## config.mk

```make
export PLATFORM = sky130hd
export DESIGN_NAME = tpcc_payload_cfg
export DESIGN_NICKNAME = d
export VERILOG_FILES = /design/src/shared/tpcc_pkg.sv /design/src/hw/tpcc_payload_cfg.sv
export SDC_FILE = /design/constraint.sdc
export NUM_CORES = 2
export LEC_CHECK = 0
export ABC_AREA = 1
export BUFFER_PORTS_ARGS = -buffer_cell sky130_fd_sc_hd__buf_2
export CORE_MARGIN = 2
export CORE_UTILIZATION = 43
export CTS_BUF_LIST = sky130_fd_sc_hd__clkbuf_8
export DETAILED_ROUTE_END_ITERATION = 12
export PLACE_DENSITY = 0.68
export SYNTH_ARGS = -nofsm -noshare
export SYNTH_HDL_FRONTEND = slang
export SYNTH_SLANG_ARGS = --single-unit
export TNS_END_PERCENT = 10
```

## constraint.sdc

```tcl
create_clock -name clk -period 6 [get_ports clk]
set_input_delay 1.2 -clock clk [delete_from_list [all_inputs] [get_ports clk]]
set_output_delay 1.2 -clock clk [all_outputs]
set_load 0.1 [all_outputs]
```

## src/shared/tpcc_pkg.sv

```systemverilog
// Constants, field layout and carrier types of the payload control config block.
// Assumes one 50 MHz clock domain and a 32-bit Avalon-MM register bus.
package tpcc_pkg;
	localparam int          ADDR_W        = 10;
	localparam int          CHANNELS      = 24;
	// Register word indices; byte address is four times the index
	localparam logic [7:0]  IDX_TX_STATUS = 8'hC8;
	localparam logic [7:0]  IDX_TX_CTRL   = 8'hC9;
	localparam logic [7:0]  IDX_TX_DATA   = 8'hCA;
	localparam logic [7:0]  IDX_TX_CFG    = 8'hCB;
	localparam logic [7:0]  IDX_TX_ENA    = 8'hCC;
	localparam logic [7:0]  IDX_RX_STATUS = 8'hCD;
	localparam logic [7:0]  IDX_RX_CTRL   = 8'hCE;
	localparam logic [7:0]  IDX_RX_DATA   = 8'hCF;
	localparam logic [7:0]  IDX_RX_CFG    = 8'hD0;
	localparam logic [7:0]  IDX_NONE      = 8'hFF;
	// Field positions
	localparam int          CFG_SNAP_BIT  = 7;
	localparam int          CFG_TRUNK_BIT = 6;
	localparam int          CFG_ZCS_LSB   = 3;
	localparam int          CFG_SUBST_LSB = 0;
	localparam int          CTRL_RWN_BIT  = 7;
	localparam int          ENA_SIG_NIBBLE_POSITION_BIT  = 3;
	localparam int          ENA_MASTER_BIT = 0;
	localparam int          CH_TRUNK_BIT  = 4;
	localparam int          CH_SUBST_LSB  = 5;
	// Reset values
	localparam logic [7:0]  TX_CFG_RST    = 8'h80;
	localparam logic [7:0]  RX_CFG_RST    = 8'h80;
	localparam logic [7:0]  ENA_RST       = 8'h00;
	localparam logic [7:0]  CTRL_RST      = 8'h00;
	localparam logic [7:0]  DATA_RST      = 8'h00;
	// Indirect address ranges
	localparam logic [6:0]  IND_SUB_LO    = 7'h01;
	localparam logic [6:0]  IND_SUB_HI    = 7'h18;
	localparam logic [6:0]  IND_DTRK_LO   = 7'h21;
	localparam logic [6:0]  IND_DTRK_HI   = 7'h38;
	localparam logic [6:0]  IND_TRK_LO    = 7'h41;
	localparam logic [6:0]  IND_TRK_HI    = 7'h58;
	// Timing count of one indirect access, in clock cycles
	localparam logic [3:0]  ACCESS_CYCLES = 4'h4;
	// Zero code suppression and substitution codes
	localparam logic [2:0]  ZCS_NONE = 3'h0;
	localparam logic [2:0]  ZCS_GTE  = 3'h1;
	localparam logic [2:0]  ZCS_JAM  = 3'h2;
	localparam logic [2:0]  ZCS_BELL = 3'h3;
	localparam logic [2:0]  ZCS_DDS  = 3'h4;
	localparam logic [7:0]  DDS_BYTE = 8'h98;
	localparam logic [2:0]  SUB_NONE  = 3'h0;
	localparam logic [2:0]  SUB_DTRK  = 3'h1;
	localparam logic [2:0]  SUB_ALAW  = 3'h2;
	localparam logic [2:0]  SUB_MULAW = 3'h3;
	localparam logic [2:0]  SUB_LOOP  = 3'h4;
	localparam logic [0:7][7:0] ALAW_MW = {8'h34, 8'h21, 8'h21, 8'h34, 8'hB4, 8'hA1, 8'hA1, 8'hB4};
	localparam logic [0:7][7:0] MULAW_MW = {8'h1E, 8'h0B, 8'h0B, 8'h1E, 8'h9E, 8'h8B, 8'h8B, 8'h9E};

	typedef enum logic [1:0] {
		ACC_IDLE = 2'b00,
		ACC_RUN  = 2'b01
	} tpcc_acc_t;

	typedef struct packed {
		logic       valid;
		logic [4:0] chan;
		logic [7:0] data;
		logic [3:0] sig;
		logic       sigFrame;
		logic       mfStart;
	} tpcc_beat_t;
endpackage : tpcc_pkg

```

## src/hw/tpcc_payload_cfg.sv

```systemverilog
// Transmit and receive payload control: global config, indirect access, channel datapath.
// Assumes Avalon-MM master per its spec and a framer that delivers one beat per channel.
//
// How it works
// - Read flag set makes engine load data register
// - Busy flag shows access; new accesses refused meanwhile
// - Control bit 7 picks read or write
// - Tx snapshot locks first-frame signaling per multiframe
// - Rx snapshot holds first-frame signaling when in sync
// - Global or per-channel trunk code replaces signaling
// - Suppression code 000 passes data; 101-111 pass too
// - Code 001 sets bit 8 of zero channels, bit 7 in signaling frames
// - Code 010 forces bit 8 on every channel
// - Code 011 sets bit 7 of zero channels
// - Code 100 substitutes 10011000 for zero channels
// - Global code 000 defers to per-channel substitution
// - Global code 001 sends per-channel data trunk code
// - Codes 010 and 011 send A-law, mu-law milliwatt
// - Tx code 100 sends receive loopback data
// - Nibble-position bit in ESF keeps upper two signaling bits, clears lower two
// - Master enable gates all transmit payload functions
`timescale 1ns/1ps
module tpcc_payload_cfg (
	// Clock and reset
	input  wire logic                          clk,
	input  wire logic                          rst_n,
	// Avalon-MM slave
	input  wire logic [tpcc_pkg::ADDR_W-1:0]   address,
	input  wire logic                          read,
	input  wire logic                          write,
	input  wire logic [31:0]                   writedata,
	input  wire logic [3:0]                    byteenable,
	output logic      [31:0]                   readdata,
	output logic                               waitrequest,
	// Framer status
	input  wire logic                          superFrameFmt,
	input  wire logic                          esfFormat,
	input  wire logic                          rxInSync,
	// Transmit stream
	input  wire tpcc_pkg::tpcc_beat_t          txIn,
	input  wire logic [7:0]                    txLoopData,
	output tpcc_pkg::tpcc_beat_t               txOut,
	// Receive stream
	input  wire tpcc_pkg::tpcc_beat_t          rxIn,
	output tpcc_pkg::tpcc_beat_t               rxOut
);
	import tpcc_pkg::*;

	////////////////////////////////////////////////////////////////////////////
	// Helpers

	function automatic logic ind_ok(input logic [6:0] a);
		ind_ok = (a >= IND_SUB_LO && a <= IND_SUB_HI) ||
			(a >= IND_DTRK_LO && a <= IND_DTRK_HI) ||
			(a >= IND_TRK_LO && a <= IND_TRK_HI);
	endfunction : ind_ok

	function automatic logic [6:0] ind_slot(input logic [6:0] a);
		if (a >= IND_TRK_LO)
			ind_slot = 7'(a - IND_TRK_LO + 7'(2 * CHANNELS));
		else if (a >= IND_DTRK_LO)
			ind_slot = 7'(a - IND_DTRK_LO + 7'(CHANNELS));
		else
			ind_slot = 7'(a - IND_SUB_LO);
	endfunction : ind_slot

	function automatic logic [7:0] subst_data(input logic [2:0] sel, input logic [7:0] d,
		input logic [7:0] dtrk, input logic [7:0] lb, input logic [2:0] ph, input logic lbOk);
		case (sel)
			SUB_DTRK:  subst_data = dtrk;
			SUB_ALAW:  subst_data = ALAW_MW[ph];
			SUB_MULAW: subst_data = MULAW_MW[ph];
			SUB_LOOP:  subst_data = lbOk ? lb : d;
			default:   subst_data = d;
		endcase
	endfunction : subst_data

	// Bit 8 is the lsb, bit 7 the next one up
	function automatic logic [7:0] zero_suppress(input logic [2:0] sel, input logic [7:0] d,
		input logic sigFrame);
		case (sel)
			ZCS_GTE:  zero_suppress = (d == 8'h00) ? (sigFrame ? 8'h02 : 8'h01) : d;
			ZCS_JAM:  zero_suppress = d | 8'h01;
			ZCS_BELL: zero_suppress = (d == 8'h00) ? 8'h02 : d;
			ZCS_DDS:  zero_suppress = (d == 8'h00) ? DDS_BYTE : d;
			default:  zero_suppress = d;
		endcase
	endfunction : zero_suppress

	////////////////////////////////////////////////////////////////////////////
	// Avalon-MM handshake: one wait cycle, then a one-cycle answer

	logic             waitReg;
	logic [31:0]      readdataReg;
	logic [7:0]       wordIdx;
	logic             wrStb;
	logic [1:0][7:0]  unitRd;
	logic [1:0]       unitHit;
	tpcc_beat_t [1:0] unitOut;

	assign wordIdx     = address[ADDR_W-1:2];
	assign wrStb       = write && !waitReg && byteenable[0];
	assign waitrequest = waitReg;
	assign readdata    = readdataReg;
	assign txOut       = unitOut[0];
	assign rxOut       = unitOut[1];

	always_ff @(posedge clk or negedge rst_n) begin
		if (!rst_n)
			waitReg <= 1'b1;
		else if (!waitReg)
			waitReg <= 1'b1;
		else if (read || write)
			waitReg <= 1'b0;
	end

	// Data latched one edge early so readdata stands at the answering edge
	always_ff @(posedge clk or negedge rst_n) begin
		if (!rst_n)
			readdataReg <= 32'h00000000;
		else if (read && waitReg)
			readdataReg <= {24'h000000, unitHit[0] ? unitRd[0] : (unitHit[1] ? unitRd[1] : 8'h00)};
	end

	////////////////////////////////////////////////////////////////////////////
	// One unit each for transmit (0) and receive (1)

	for (genvar u = 0; u < 2; u++) begin : g_unit
		localparam logic [7:0] I_STAT = (u == 0) ? IDX_TX_STATUS : IDX_RX_STATUS;
		localparam logic [7:0] I_CTRL = (u == 0) ? IDX_TX_CTRL : IDX_RX_CTRL;
		localparam logic [7:0] I_DATA = (u == 0) ? IDX_TX_DATA : IDX_RX_DATA;
		localparam logic [7:0] I_CFG  = (u == 0) ? IDX_TX_CFG : IDX_RX_CFG;
		localparam logic [7:0] I_ENA  = (u == 0) ? IDX_TX_ENA : IDX_NONE;
		localparam logic [7:0] CFG_RST = (u == 0) ? TX_CFG_RST : RX_CFG_RST;
		// Receive side has no suppression field and no loopback code
		localparam logic [7:0] CFG_MASK = (u == 0) ? 8'hFF : 8'hC7;

		tpcc_acc_t     accState;
		logic [3:0]    accCnt;
		logic [7:0]    ctrlReg;
		logic [7:0]    dataReg;
		logic [7:0]    cfgReg;
		logic [7:0]    enaReg;
		logic [7:0]    mem [0:3*CHANNELS-1];
		logic [3:0]    snap [0:CHANNELS-1];
		logic [2:0]    mwPhase;
		tpcc_beat_t    outReg;
		logic          busy;
		tpcc_beat_t    inBeat;
		logic [7:0]    subRow;
		logic [7:0]    dtrkRow;
		logic [7:0]    trkRow;
		logic          snapOn;
		logic          masterOn;
		logic [3:0]    sigSel;
		logic [3:0]    sigTrk;
		logic [3:0]    sigOut;
		logic [2:0]    subSel;
		logic [7:0]    dataSub;
		logic [7:0]    dataOut;

		assign busy   = (accState != ACC_IDLE);
		assign inBeat = (u == 0) ? txIn : rxIn;

		// Register read mux
		always_comb begin
			unitHit[u] = 1'b1;
			case (wordIdx)
				I_STAT:  unitRd[u] = {7'h00, busy};
				I_CTRL:  unitRd[u] = ctrlReg;
				I_DATA:  unitRd[u] = dataReg;
				I_CFG:   unitRd[u] = cfgReg;
				default: begin
					// Receive unit has no enable register; its index stays unmapped
					unitRd[u]  = (u == 0 && wordIdx == I_ENA) ? enaReg : 8'h00;
					unitHit[u] = (u == 0 && wordIdx == I_ENA);
				end
			endcase
		end

		always_ff @(posedge clk or negedge rst_n) begin
			if (!rst_n) begin
				cfgReg <= CFG_RST;
				enaReg <= ENA_RST;
			end else if (wrStb && wordIdx == I_CFG) begin
				cfgReg <= writedata[7:0] & CFG_MASK;
			end else if (wrStb && u == 0 && wordIdx == I_ENA) begin
				enaReg <= writedata[7:0] & 8'h09;
			end
		end

		////////////////////////////////////////////////////////////////////////
		// Indirect access engine

		always_ff @(posedge clk or negedge rst_n) begin
			if (!rst_n) begin
				accState <= ACC_IDLE;
				accCnt   <= 4'h0;
				ctrlReg  <= CTRL_RST;
				dataReg  <= DATA_RST;
				for (int i = 0; i < 3 * CHANNELS; i++)
					mem[i] <= 8'h00;
			end else begin
				case (accState)
					ACC_IDLE: begin
						// Writes to control or data while busy are dropped
						if (wrStb && wordIdx == I_CTRL) begin
							ctrlReg  <= writedata[7:0];
							accCnt   <= ACCESS_CYCLES - 4'h1;
							accState <= ACC_RUN;
						end else if (wrStb && wordIdx == I_DATA) begin
							dataReg <= writedata[7:0];
						end
					end
					ACC_RUN: begin
						if (accCnt != 4'h0) begin
							accCnt <= accCnt - 4'h1;
						end else begin
							accState <= ACC_IDLE;
							if (ctrlReg[CTRL_RWN_BIT]) begin
								dataReg <= ind_ok(ctrlReg[6:0]) ?
									mem[ind_slot(ctrlReg[6:0])] : 8'h00;
							end else if (ind_ok(ctrlReg[6:0])) begin
								mem[ind_slot(ctrlReg[6:0])] <= dataReg;
							end
						end
					end
					default: accState <= ACC_IDLE;
				endcase
			end
		end

		////////////////////////////////////////////////////////////////////////
		// Channel datapath

		always_comb begin
			subRow   = 8'h00;
			dtrkRow  = 8'h00;
			trkRow   = 8'h00;
			if (inBeat.chan < 5'(CHANNELS)) begin
				subRow  = mem[inBeat.chan];
				dtrkRow = mem[7'(inBeat.chan) + 7'(CHANNELS)];
				trkRow  = mem[7'(inBeat.chan) + 7'(2 * CHANNELS)];
			end
		end

		// Receive snapshot only applies while the framer is in sync
		assign snapOn   = cfgReg[CFG_SNAP_BIT] && superFrameFmt &&
			((u == 0) || rxInSync);
		assign masterOn = (u == 0) ? enaReg[ENA_MASTER_BIT] : 1'b1;

		always_comb begin
			sigSel = inBeat.sig;
			if (snapOn && !inBeat.mfStart && inBeat.chan < 5'(CHANNELS))
				sigSel = snap[inBeat.chan];
			sigTrk = (cfgReg[CFG_TRUNK_BIT] || trkRow[CH_TRUNK_BIT]) ?
				trkRow[3:0] : sigSel;
			sigOut = sigTrk;
			if (u == 0 && enaReg[ENA_SIG_NIBBLE_POSITION_BIT] && esfFormat)
				sigOut = {sigTrk[3:2], 2'b00};
			subSel = cfgReg[CFG_SUBST_LSB +: 3];
			if (subSel == SUB_NONE)
				subSel = subRow[CH_SUBST_LSB +: 3];
			dataSub = subst_data(subSel, inBeat.data, dtrkRow, txLoopData, mwPhase, u == 0);
			dataOut = (u == 0) ?
				zero_suppress(cfgReg[CFG_ZCS_LSB +: 3], dataSub, inBeat.sigFrame) : dataSub;
		end

		// Snapshot stores at multiframe start; milliwatt phase steps once per frame
		always_ff @(posedge clk or negedge rst_n) begin
			if (!rst_n) begin
				for (int i = 0; i < CHANNELS; i++)
					snap[i] <= 4'h0;
			end else if (inBeat.valid && inBeat.mfStart && inBeat.chan < 5'(CHANNELS)) begin
				snap[inBeat.chan] <= inBeat.sig;
			end
		end

		always_ff @(posedge clk or negedge rst_n) begin
			if (!rst_n)
				mwPhase <= 3'h0;
			else if (inBeat.valid && inBeat.chan == 5'(CHANNELS - 1))
				mwPhase <= mwPhase + 3'h1;
		end

		// One cycle of latency; disabled transmit passes the beat untouched
		always_ff @(posedge clk or negedge rst_n) begin
			if (!rst_n) begin
				outReg <= '0;
			end else begin
				outReg <= inBeat;
				if (inBeat.valid && masterOn) begin
					outReg.data <= dataOut;
					outReg.sig  <= sigOut;
				end
			end
		end

		assign unitOut[u] = outReg;
	end
endmodule : tpcc_payload_cfg

```

==> summary.md <==
| Metric | Value |
|---|---|
| Worst endpoint data arrival time | `5.90 ns` |
| Fill cells | `approximately 16000` |
| Post-DP HPWL | `between 150 and 200 mm` |
| # nets final | `between 9000 and 10000` |
| Final RePlAce weighted congestion | `slightly below 1` |
| Util after Layout | `47.8%` |
| Biggest area consumer among synthesized cells | `dfrtp_1` |
| Root Buffer | `clkbuf_8` |
| Antenna viol nets, final | `0` |
| Synthesized cell area | `between 70000 and 80000 um^2` |
| Number of flops mapped to enable cells by yosys | `0` |
| Ranking of synthesized cells by area | `dfrtp_1 (50%), nand2_1 (14%), o21ai_0 (12%), o22ai_1 (3.4%), a22oi_1 (2.8%)` |
| Vias in the first global route | `between 60000 and 70000` |
| Largest net degree at the start of global routing | `approximately 160` |
| Clock skew | `around 0.076 ns` |
| Layout area overhead | `10.8%` |
| # DRC | `0` |
| Cells after synthesis | `between 9000 and 10000` |
| Async SR Flop Fraction | `between 90% and 100%` |
| XOR/XNOR Fraction of Synth Area | `less than 1%` |
| Detailed-route via count | `between 60000 and 70000` |
| CP most frequent cell | `nand2_1` |
| Yosys warning count | `0` |
| Die height | `416 um` |
| Hold Path Class | `input port to async pin` |
| Cts bufs inserted | `about 240` |
| Die W | `between 400 and 500 um` |
| Max stage delay cell, worst path | `nor3_1` |
| Pwr Density | `~280 nW/um^2` |
| Synth Area in Simple Gates | `a little over a fifth` |
| Post-synth top flop | `dfrtp_1` |
| Register area share after synthesis | `about half` |
| Initial core utilization | `around 43%` |
| Detailed-route vias per instance | `roughly 6.1` |
| Worst relative slew slack | `between 20% and 30%` |
| Area share of the largest cell type after synthesis | `about 50%` |
| Initial antenna violation count | `4` |
| Status | `finished, final reports clean` |
| Max Freq | `~200 MHz` |
| CORE AREA | `about 170000 um^2` |
| RSZ-0062 raised after global routing | `false` |
| Reg clk slew, reported paths | `about 0.060 ns` |
| Count leader, synth | `nand2_1` |
| Max-slew violations | `0` |
| CTS max path bufs | `3` |
| Final Hold Viols | `0` |
| IO Port Bufs | `120` |
| Tmin final | `just over 5 ns` |
| Main combinational cell family by area after synthesis | `compound AO/OA/AOI/OAI gates` |
| Htree depth | `4` |
| # Post-CTS Setup Buffers | `0` |
| Max_cap viols | `0` |
| Critical Path Fanout Max | `22` |
| Measured slew at the worst slew-check pin | `1.18 ns` |
| VDD IR max | `roughly 0.23 mV` |
| DRT iter0 DRCs | `between 9000 and 10000` |
| Final global-route overflow total | `0` |
| Kind of critical path | `flip-flop to flip-flop` |
| Sinks on Clock Net | `~1500` |
| Unique masters post-synth | `62` |
| Routed WL per cell | `~23 um` |
| Row cnt | `approximately 150` |
| Period utilisation layout | `84.1%` |
| CP cell instances | `clkinv_1 -> ha_1 -> inv_1 -> nand2_1 -> nand2_1 -> inv_1 -> nor3_1 -> inv_2 -> buf_12 -> or2_2 -> o21ai_0 -> nor2_1 -> or3b_2 -> a22oi_1 -> nand2_1 -> nand2_1 -> nand3_1 -> a21oi_1` |
| First-pass DRT Iterations | `7` |
| Ports | `about 170` |
| Mean area per synthesized cell | `7.95 um^2` |
| CTS tree | `done` |
| Clk_lat worst skew | `about 1.0 ns` |
| Largest stage delay on the critical path | `about 0.68 ns` |
| Layout cells sized above 1 | `approximately 8.7%` |
| Startpoint Class | `flip-flop` |
| Total global routing track utilization | `29.9%` |
| Compound-Gate Fraction of Synth Area | `22.2%` |
| Setup-failing EPs final | `0` |
| PostCTS Resize Cnt | `0` |
| Fin Setup TNS | `0 ns` |
| Synth top cells by count | `nand2_1 (2673), o21ai_0 (1740), dfrtp_1 (1453)` |
| Post-synthesis mux area share | `0.673%` |
| Routed wire length | `265 mm` |
| CP Data Required Time | `slightly below 7 ns` |
| Adder-Cell Fraction of Synth Area | `less than 1%` |
| Hold-fix buffers, CTS | `0` |
| First-pass GRT wire length | `402 mm` |
| Crit end category | `flip-flop` |
| Seq cells post-synth | `1456` |
| Leak | `between 30 and 40 nW` |
| Die ar. | `173000 um^2` |
| Worst hold margin | `roughly 0.19 ns` |
==> state kept, by name, summed over array words and instances, names as in the netlist <==
register / count
g_unit.accState: 2
g_unit.dataReg: 16
g_unit.accCnt: 8
g_unit.mwPhase: 6
txOut: 20
g_unit.enaReg: 2
g_unit.ctrlReg: 16
waitrequest: 1
rxOut: 20
g_unit.snap: 192
g_unit.cfgReg: 13
g_unit.mem: 1152
readdata: 8
==> placed cells by master, fill, tap and decap left out, types with 29 or more instances in the layout <==
cell type	n
buf_4	159
buf_12	30
dfrtp_1	1452
clkinv_2	46
o211ai_1	45
nand2_1	2670
inv_2	32
o22ai_1	402
a21oi_1	160
a221oi_1	31
a22oi_1	268
nand3_1	383
nor2_1	392
buf_2	117
o21ai_1	73
or4_1	38
o21ai_0	1740
inv_1	385
a31oi_1	29
o2111ai_1	35
nor3_1	44
nand4_1	105
mux2i_1	49
clkbuf_8	307
==> power by group <==
| group | leakage [nW] | total (mW) | switching [mW] | internal, mW |
|---|---|---|---|---|
| sequential | 20.0 | 10.2 | 0.135 | 10.0 |
| combinational | 11.8 | 2.77 | 2.25 | 0.521 |
| clock | 3.01 | 9.62 | 4.39 | 5.23 |
==> final timing paths <==
kind,slack [ns],startpoint,endpoint,cells after the start
setup / recovery,0.95,g_unit[1].ctrlReg[0],g_unit[1].dataReg[0],18
hold / removal,0.19,rst_n,g_unit[0].mem[478],1
setup reg to reg,0.95,g_unit[1].ctrlReg[0],g_unit[1].dataReg[0],18
hold reg to reg,0.47,g_unit[0].accCnt[0],g_unit[0].accCnt[0],1
max in group asynchronous,4.34,rst_n,g_unit[1].mem[417],2
min in group clk,0.28,rxIn[1],rxOut[1],1
==> cell type report <==
| cell class | count | area, um^2 | share of cell area, % |
|---|---|---|---|
| tap | 2218 | 2780 | 3.43 |
| clock buffer | 307 | 4230 | 5.23 |
| timing repair buffer | 307 | 2390 | 2.96 |
| clock inverter | 140 | 1080 | 1.33 |
| multi-input combinational | 6694 | 32500 | 40.2 |
| sequential | 1456 | 36400 | 45.1 |
| inverter | 361 | 1360 | 1.69 |
| antenna | 4 | 10.0 | 0.0124 |
==> metrics by stage <==
step                      setup WS (ns)  instance area, um^2  instances  power, mW
after floorplan                    1.92                73000       9187       11.8
after CTS                          1.29                80800      11500       22.5
after global placement            0.702                75500      11000       13.0
after detailed placement          0.702                75500      11000       13.0
final                             0.953                80800      11500       22.6
after global routing              0.763                80800      11500       23.2
==> critical path: cells and delay by family, from the launching register on <==
kind            cells  cell delay (ns)
fa+ha+maj           1             0.37
simple gates        9             2.23
flops               1             0.53
buf+inv             5             1.46
compound gates      3             0.29
==> routing by layer <==
layer | wire, um | part of all wire [%] | GRT usage (%) | vias up
li1 | - | - | - | 31300
met1 | 102000 | 39 | 38.9 | 33300
met2 | 116000 | 44 | 45.0 | 4265
met3 | 29400 | 11 | 7.15 | 997
met4 | 17300 | 6.5 | 18.3 | 0
met5 | 0 | 0 | 0 | -
==> kinds of logic (layout without fill, tap and decap cells) <==
logic type | count (synthesis) | count (layout)
compound gates | 2865 | 2865
xor+xnor | 13 | 13
fa+ha+maj | 22 | 22
buf+inv | 1037 | 1115
flops | 1456 | 1456
mux | 49 | 49
other cells | 1 | 28
simple gates | 3721 | 3721
(Power assumes the default switching activity.)
